==> src/amtt_pkg.sv <==
// Purpose: constants and carrier types of the alert mask and throttle timer block
// Assumes: 40 MHz core clock
// Notes: register offsets are the register numbers seen by the serial interface engine
package amtt_pkg;
    // register offsets
    localparam logic [7:0] STATUS_ONE_OFS = 8'h41;
    localparam logic [7:0] STATUS_TWO_OFS = 8'h42;
    localparam logic [7:0] FIRST_MASK_OFS = 8'h74;
    localparam logic [7:0] SECOND_MASK_OFS = 8'h75;
    localparam logic [7:0] THIRD_CFG_OFS = 8'h78;
    localparam logic [7:0] TIMER_OFS = 8'h79;
    localparam logic [7:0] LIMIT_OFS = 8'h7A;
    localparam logic [7:0] FOURTH_CFG_OFS = 8'h7D;
    // reset values
    localparam logic [7:0] MASK_RST = 8'h00;
    localparam logic [7:0] CFG_RST = 8'h00;
    localparam logic [7:0] LIMIT_RST = 8'h00;
    // field positions
    localparam int ALERT_EN_BIT = 0;
    localparam int THR_EN_BIT = 1;
    localparam int BOOST_BIT = 2;
    localparam int SEC_EN_BIT = 0;
    localparam int SUMMARY_BIT = 7;
    localparam int F4P_BIT = 5;
    // implemented status bits, timer full scale and fine threshold
    localparam logic [7:0] ST1_USED = 8'h75;
    localparam logic [7:0] ST2_USED = 8'hFE;
    localparam logic [7:0] TIMER_FULL = 8'hFF;
    localparam logic [7:0] TIMER_FINE = 8'h02;
    // timing: one timer count, full scale is 255 counts (about 5.804 s)
    localparam int CLK_NS = 25;
    localparam int THR_TICK_NS = 22760000;
    localparam int THR_TICK_CYC = THR_TICK_NS / CLK_NS;

    typedef struct packed {
        logic [7:0] addr;
        logic wr;
        logic rd;
        logic [7:0] wdata;
    } amtt_req_t;

    typedef struct packed {
        logic out;
        logic oe;
    } amtt_od_t;
endpackage

==> src/amtt_top.sv <==
// Purpose: sticky out-of-limit status, alert masking and pin routing, throttle assertion timer
// Assumes: limit comparators and the serial interface engine share clk_i
// Notes: register access arrives as single-cycle read/write strobes from the serial engine
//
// Contract
// - an out-of-limit condition sets its channel status bit
// - status bit clears only after condition ended and status register read
// - alert low while any unmasked reading bad, then until status read
// - mask bits gate only the alert; status still sets
// - first mask: summary, remote two, local, remote one, supply, 2.5 V
// - second mask: diode two, diode one, fans three to one, critical limit
// - second mask bit 5 blocks fourth fan or throttle timer alert
// - alert off after reset; third config bit 0 enables primary pin
// - fourth config bit 0 routes alert to secondary pin
// - timer counts while throttle asserted, holds while negated, accumulates
// - timer clears on read, saturates at full scale
// - bit 0 set on first assertion, then 22.76 ms per count
// - read during assertion restarts timer at one, limit zero flags again
// - timer above limit sets status two bit 5 and alerts unless masked
// - limit zero trips on first assertion, one after 45.52 ms
// - third config bit 1 enables throttle monitoring
// - third config bit 2 forces full fan drive during throttle assertion
// - status one bit 7 set whenever any status two bit set
// - status two bit 5 is timer over limit while monitoring on, else fourth fan underspeed
`timescale 1ns/1ps
`default_nettype none
module amtt_top
    import amtt_pkg::*;
#(
    parameter int unsigned TICK_CYC = THR_TICK_CYC
) (
    // clock and reset
    input wire logic clk_i,
    input wire logic rst_i,
    // register access from serial engine
    input wire amtt_req_t reg_req_i,
    output logic [7:0] reg_rdata_o,
    // raw limit comparator results, bit positions as status registers
    input wire logic [7:0] first_cond_i,
    input wire logic [7:0] second_cond_i,
    // throttle pin, active low, asynchronous
    input wire logic throttle_n_i,
    // alert pins, open drain
    output amtt_od_t primary_alert_o,
    output amtt_od_t secondary_alert_o,
    // fan drive override
    output logic fan_boost_o
);

    logic [7:0] first_mask_q;
    logic [7:0] second_mask_q;
    logic [7:0] third_cfg_q;
    logic [7:0] limit_q;
    logic [7:0] fourth_cfg_q;
    logic [7:0] st1_q;
    logic [7:0] st2_q;
    logic thr_s1_q;
    logic thr_s2_q;
    logic seen_q;
    logic [7:0] ticks_q;
    logic [23:0] sub_q;
    logic alert_q;
    logic prim_oe_q;
    logic sec_oe_q;
    logic drive_low_q;
    logic boost_q;
    logic [7:0] rdata_q;

    logic wr_w;
    logic rd_w;
    logic rd_st1_w;
    logic rd_st2_w;
    logic rd_timer_w;
    logic thr_w;
    logic cnt_w;
    logic tick_w;
    logic [7:0] timer_w;
    logic timer_trip_w;
    logic [7:0] cond1_w;
    logic [7:0] cond2_w;
    logic [7:0] st1_view_w;
    logic alert_w;

    assign wr_w = reg_req_i.wr;
    assign rd_w = reg_req_i.rd;
    assign rd_st1_w = rd_w && (reg_req_i.addr == STATUS_ONE_OFS);
    assign rd_st2_w = rd_w && (reg_req_i.addr == STATUS_TWO_OFS);
    assign rd_timer_w = rd_w && (reg_req_i.addr == TIMER_OFS);

    // writable registers; defaults zero so alerts stay off until enabled
    always_ff @(posedge clk_i or posedge rst_i) begin
        if (rst_i) begin
            first_mask_q <= MASK_RST;
            second_mask_q <= MASK_RST;
            third_cfg_q <= CFG_RST;
            limit_q <= LIMIT_RST;
            fourth_cfg_q <= CFG_RST;
        end else if (wr_w) begin
            case (reg_req_i.addr)
                FIRST_MASK_OFS: first_mask_q <= reg_req_i.wdata;
                SECOND_MASK_OFS: second_mask_q <= reg_req_i.wdata;
                THIRD_CFG_OFS: third_cfg_q <= reg_req_i.wdata;
                LIMIT_OFS: limit_q <= reg_req_i.wdata;
                FOURTH_CFG_OFS: fourth_cfg_q <= reg_req_i.wdata;
                default: ;
            endcase
        end
    end

    // throttle pin through two flops before use
    always_ff @(posedge clk_i or posedge rst_i) begin
        if (rst_i) begin
            thr_s1_q <= 1'b1;
            thr_s2_q <= 1'b1;
        end else begin
            thr_s1_q <= throttle_n_i;
            thr_s2_q <= thr_s1_q;
        end
    end

    assign thr_w = !thr_s2_q;
    assign cnt_w = thr_w && third_cfg_q[THR_EN_BIT];
    assign tick_w = (sub_q == 24'(TICK_CYC - 1));

    // cumulative timer: sub_q keeps the fraction of a count across pauses
    always_ff @(posedge clk_i or posedge rst_i) begin
        if (rst_i) begin
            seen_q <= 1'b0;
            ticks_q <= 8'h00;
            sub_q <= 24'h000000;
        end else if (rd_timer_w) begin
            // restart; an ongoing assertion shows as one at once
            seen_q <= cnt_w;
            ticks_q <= 8'h00;
            sub_q <= 24'h000000;
        end else if (cnt_w) begin
            seen_q <= 1'b1;
            if (tick_w) begin
                sub_q <= 24'h000000;
                if (ticks_q != TIMER_FULL) begin
                    ticks_q <= ticks_q + 8'h01;
                end
            end else begin
                sub_q <= sub_q + 24'h000001;
            end
        end
    end

    // below two counts only the first-assertion flag shows
    assign timer_w = (ticks_q >= TIMER_FINE) ? ticks_q : {7'h00, seen_q};
    assign timer_trip_w = third_cfg_q[THR_EN_BIT] && (timer_w > limit_q);

    // fourth fan bit is shared with the timer when monitoring is on
    always_comb begin
        cond1_w = first_cond_i & ST1_USED;
        cond2_w = second_cond_i & ST2_USED;
        if (third_cfg_q[THR_EN_BIT]) begin
            cond2_w[F4P_BIT] = timer_trip_w;
        end
    end

    // sticky status: a condition present on the read cycle wins over the clear
    always_ff @(posedge clk_i or posedge rst_i) begin
        if (rst_i) begin
            st1_q <= 8'h00;
            st2_q <= 8'h00;
        end else begin
            st1_q <= (rd_st1_w ? 8'h00 : st1_q) | cond1_w;
            st2_q <= (rd_st2_w ? 8'h00 : st2_q) | cond2_w;
        end
    end

    always_comb begin
        st1_view_w = st1_q;
        st1_view_w[SUMMARY_BIT] = |st2_q;
    end

    // summary mask bit blocks all of status two as well as each own mask
    assign alert_w = (|(st1_q & ST1_USED & ~first_mask_q))
        || ((|(st2_q & ST2_USED & ~second_mask_q)) && !first_mask_q[SUMMARY_BIT]);

    always_ff @(posedge clk_i or posedge rst_i) begin
        if (rst_i) begin
            alert_q <= 1'b0;
            prim_oe_q <= 1'b0;
            sec_oe_q <= 1'b0;
            drive_low_q <= 1'b0;
        end else begin
            alert_q <= alert_w;
            prim_oe_q <= alert_w && third_cfg_q[ALERT_EN_BIT];
            sec_oe_q <= alert_w && fourth_cfg_q[SEC_EN_BIT];
            drive_low_q <= 1'b0;
        end
    end

    always_ff @(posedge clk_i or posedge rst_i) begin
        if (rst_i) begin
            boost_q <= 1'b0;
        end else begin
            boost_q <= thr_w && third_cfg_q[BOOST_BIT];
        end
    end

    // read data captured before any clear-on-read takes effect
    always_ff @(posedge clk_i or posedge rst_i) begin
        if (rst_i) begin
            rdata_q <= 8'h00;
        end else if (rd_w) begin
            case (reg_req_i.addr)
                STATUS_ONE_OFS: rdata_q <= st1_view_w;
                STATUS_TWO_OFS: rdata_q <= st2_q;
                FIRST_MASK_OFS: rdata_q <= first_mask_q;
                SECOND_MASK_OFS: rdata_q <= second_mask_q;
                THIRD_CFG_OFS: rdata_q <= third_cfg_q;
                TIMER_OFS: rdata_q <= timer_w;
                LIMIT_OFS: rdata_q <= limit_q;
                FOURTH_CFG_OFS: rdata_q <= fourth_cfg_q;
                default: rdata_q <= 8'h00;
            endcase
        end
    end

    assign reg_rdata_o = rdata_q;
    assign primary_alert_o = '{out: drive_low_q, oe: prim_oe_q};
    assign secondary_alert_o = '{out: drive_low_q, oe: sec_oe_q};
    assign fan_boost_o = boost_q;
endmodule
`default_nettype wire

==> config.mk <==
export PLATFORM = sky130hd
export DESIGN_NAME = amtt_top
export DESIGN_NICKNAME = d
export VERILOG_FILES = /design/src/amtt_pkg.sv /design/src/amtt_top.sv
export SDC_FILE = /design/constraint.sdc
export NUM_CORES = 1
export LEC_CHECK = 0
export BUFFER_PORTS_ARGS = -buffer_cell sky130_fd_sc_hd__buf_2
export CAP_MARGIN = 20
export CORE_UTILIZATION = 45
export CTS_CLUSTER_DIAMETER = 150
export CTS_CLUSTER_SIZE = 14
export DETAILED_ROUTE_END_ITERATION = 16
export GPL_TIMING_DRIVEN = 0
export PLACE_DENSITY = 0.74
export SYNTH_ARGS = -nofsm -noshare
export SYNTH_HDL_FRONTEND = slang
export SYNTH_SLANG_ARGS = --single-unit
==> constraint.sdc <==
create_clock -name clk_i -period 7.5 [get_ports clk_i]
set_clock_uncertainty 0.2 [all_clocks]
set_input_delay 1.125 -clock clk_i [delete_from_list [all_inputs] [get_ports clk_i]]
set_output_delay 1.125 -clock clk_i [all_outputs]
set_load 0.01 [all_outputs]
==> results.json <==
{
  "io_pins": 50,
  "drive_gt1_share_pct": 20.22,
  "cp_slowest_cell": "nor4_1",
  "clk_pin_slew_ps": 80,
  "core_um2": 10890,
  "fin_setup_tns_ps": 0,
  "timing.final.ws_setup_ps": 4434,
  "post-route-period-util_pct": 40.88,
  "numCtsBuffers": 9,
  "synth_area_um2": 5047,
  "first_pass_iters": 5,
  "syn_area_per_cell_um2": 10.26,
  "report.final.slew_viol_count": 0,
  "netlist.area_leader.share_pct": 47.60,
  "drtIter0Drc": 247,
  "netlist-cell-type-count": 61,
  "yosys_warnings": 0,
  "final_cell_count_no_fill": 694,
  "drt-total-wl_mm": 12.21,
  "grt_antenna_before_repair": 0,
  "critPathLaunch": "reg_req_i[11]",
  "n_antenna_cell": 0,
  "hold_viol_final": 0,
  "dp.cells": 678,
  "grt.total_usage_pct": 22.91,
  "worstPathArrival_ps": 3130,
  "fmax_mhz": 326.2,
  "ant_nets": 0,
  "busiest_layer": "met2",
  "clockPowerShare_pct": 32.3,
  "grt_pass1_wl_mm": 19.96,
  "cts_buffer_depth": 2,
  "start_util_pct": 46.36,
  "sequentialPowerShare_pct": 57.6,
  "holdBufCountCts": 0,
  "p_int_mw": 0.7445,
  "power.switching_mw": 0.2591,
  "gp_congestion": 0.9085,
  "met2_usage_pct": 33.47,
  "die_x_um": 107.9,
  "cp-end-kind": "register",
  "synth_area_leader_cell": "dfrtp_1",
  "post_drt_wl_per_cell_um": 17.59,
  "fin_util_pct": 51.97,
  "die_area_um2": 11640,
  "die_h_um": 107.9,
  "fin_nets": 597,
  "root_buffer": "clkbuf_8",
  "max-vdd-ir-drop_v": 0.0001187,
  "switching_share_pct": 25.82,
  "final.min_clock_period_ps": 3066,
  "grt_max_degree": 67,
  "htreeDepth": 3,
  "hpwl_mm": 8.746,
  "combPwrFrac_pct": 10.1,
  "seq_area_frac_synth_pct": 48.64,
  "worstSetupStartpointType": "input port",
  "rows": 38,
  "hold_start": "thr_s1_q$_DFF_PP1_",
  "power.density_nw_per_um2": 177.4,
  "ys.flop_type": "dfrtp_1",
  "hold_path.class": "register to register",
  "cp.required_ps": 7570,
  "synth_area_leaders": "dfrtp_1 48%, mux2_2 7.6%, nor2_1 3.3%, xnor2_1 3.1%, ha_1 2.7%",
  "cts_setup_buffers": 0,
  "grt_util_met1_pct": 32.89,
  "outcome": "finished clean",
  "io_buffers": 41,
  "syn_to_final_growth_pct": 12.10,
  "numClockSinks": 98,
  "clk_latency_ps": 390,
  "cpMostUsedCell": "clkbuf_1",
  "drc": 0,
  "rr_startpoint": "ticks_q[1]$_DFFE_PP0P_",
  "ctsResizeCount": 0,
  "synth_cells": 492,
  "crit_fanout": 10,
  "vias": 4002,
  "setup_viol": 0,
  "path_cells": "clkbuf_1, nand2b_1, clkbuf_1, nor4_1, nand2_1, mux2_2",
  "cts_tree": "yes",
  "vias_per_cell": 5.767,
  "worstSetupPathType": "input port to register",
  "worst_pin_slew_ps": 859.2,
  "grt_pass1_vias": 3824,
  "rsz0062_at_grt": "false",
  "synth-seq-cells": 98,
  "cpPeakStageDelay_ps": 540,
  "synth_edf_count": 0,
  "power_leakage_nw": 2.530,
  "max_cap_violations": 0,
  "use_met3_pct": 4.661,
  "dp_slack_ps": 4104,
  "synthArstFlopShare_pct": 100.0,
  "overflow": 0,
  "maxSlewHeadroom_pct": 42.28
}
-- cell usage in the layout (no fill, tap or decap), types with 12 or more instances in the layout --
master / n
dfrtp_1: 96
nor4_1: 12
nand4_1: 12
a21o_1: 13
nand2_1: 35
o21ai_0: 19
nor2_1: 45
xnor2_1: 18
buf_2: 49
inv_1: 24
clkbuf_1: 19
clkbuf_8: 12
mux2_2: 34
-- flip-flops by register name, summed over array words and instances, names as in the netlist --
signal,count
prim_oe_q,1
thr_s1_q,1
sec_oe_q,1
first_mask_q,8
thr_s2_q,1
fourth_cfg_q,8
second_mask_q,8
seen_q,1
sub_q,24
fan_boost_o,1
st1_q,5
st2_q,7
third_cfg_q,8
reg_rdata_o,8
limit_q,8
ticks_q,8
-- critical path, delay by kind of cell --
kind	cells	cell delay (ps)
buffers and inverters	2	420
muxes	1	400
and+or+nand+nor	3	1180
-- final cells by class --
| class | instances | area, um^2 |
|---|---|---|
| Buffer | 29 | 138.9 |
| Fill cell | 972 | 5230 |
| Tap cell | 140 | 175.2 |
| Sequential cell | 98 | 2455 |
| Multi-Input combinational cell | 341 | 2364 |
| Timing Repair Buffer | 45 | 246.5 |
| Clock buffer | 14 | 172.7 |
| Clock inverter | 2 | 10.01 |
| Inverter | 25 | 96.34 |
-- stage by stage --
stage          total power [mW]  hold slack (ps)  cell area, um^2
2_1_floorplan            0.6477            145.2             5051
6_report                  1.004            160.1             5658
3_3_place_gp             0.6816            145.6             5431
3_5_place_dp             0.6878            147.5             5475
5_1_grt                   1.051            161.8             5658
4_1_cts                   1.015            159.7             5658
-- path summary, 6_finish.rpt --
check,end,depth (start not counted),slack (ps)
setup / recovery,fourth_cfg_q[1]$_DFFE_PP0P_,6,4430
hold / removal,thr_s2_q$_DFF_PP1_,0,160
setup reg to reg,st2_q[5]$_DFF_PP0_,10,5080
hold reg to reg,thr_s2_q$_DFF_PP1_,0,160
max in group asynchronous,thr_s2_q$_DFF_PP1_,3,5860
min in group asynchronous,second_mask_q[2]$_DFFE_PP0P_,2,540
-- kinds of logic after synthesis --
| logic type | synth area share [%] |
|---|---|
| AND/OR/NAND/NOR | 18.79 |
| flip-flops | 48.64 |
| AO/OA/AOI/OAI | 11.97 |
| buffers and inverters | 4.611 |
| multiplexers | 9.370 |
| XOR/XNOR | 3.817 |
| adder cells (fa/ha/maj) | 2.727 |
| other | 0.07430 |
-- synth_stat cells, types with 11 or more instances --
library cell	number
dfrtp_1	96
nor2_1	45
nand2_1	35
mux2_2	34
inv_1	25
o21ai_0	19
xnor2_1	18
clkbuf_1	17
a21o_1	13
nand4_1	12
nor4_1	12
ha_1	11
nand3_1	11
-- power by group through the flow --
stage               clock (mW)  combinational, mW  sequential, mW
global route             0.355              0.115           0.581
global placement             0             0.0952           0.586
detailed placement           0              0.101           0.587
CTS                      0.336              0.102           0.577
finish                   0.324              0.102           0.578
floorplan                    0             0.0659           0.582
-- per-layer routing --
| metal | share of wire (%) | vias up |
|---|---|---|
| li1 | - | 1882 |
| met1 | 48 | 1960 |
| met2 | 44 | 145 |
| met3 | 6.2 | 15 |
| met4 | 1.7 | 0 |
| met5 | 0 | - |
No activity file was read; power rests on OpenSTA's default activity.
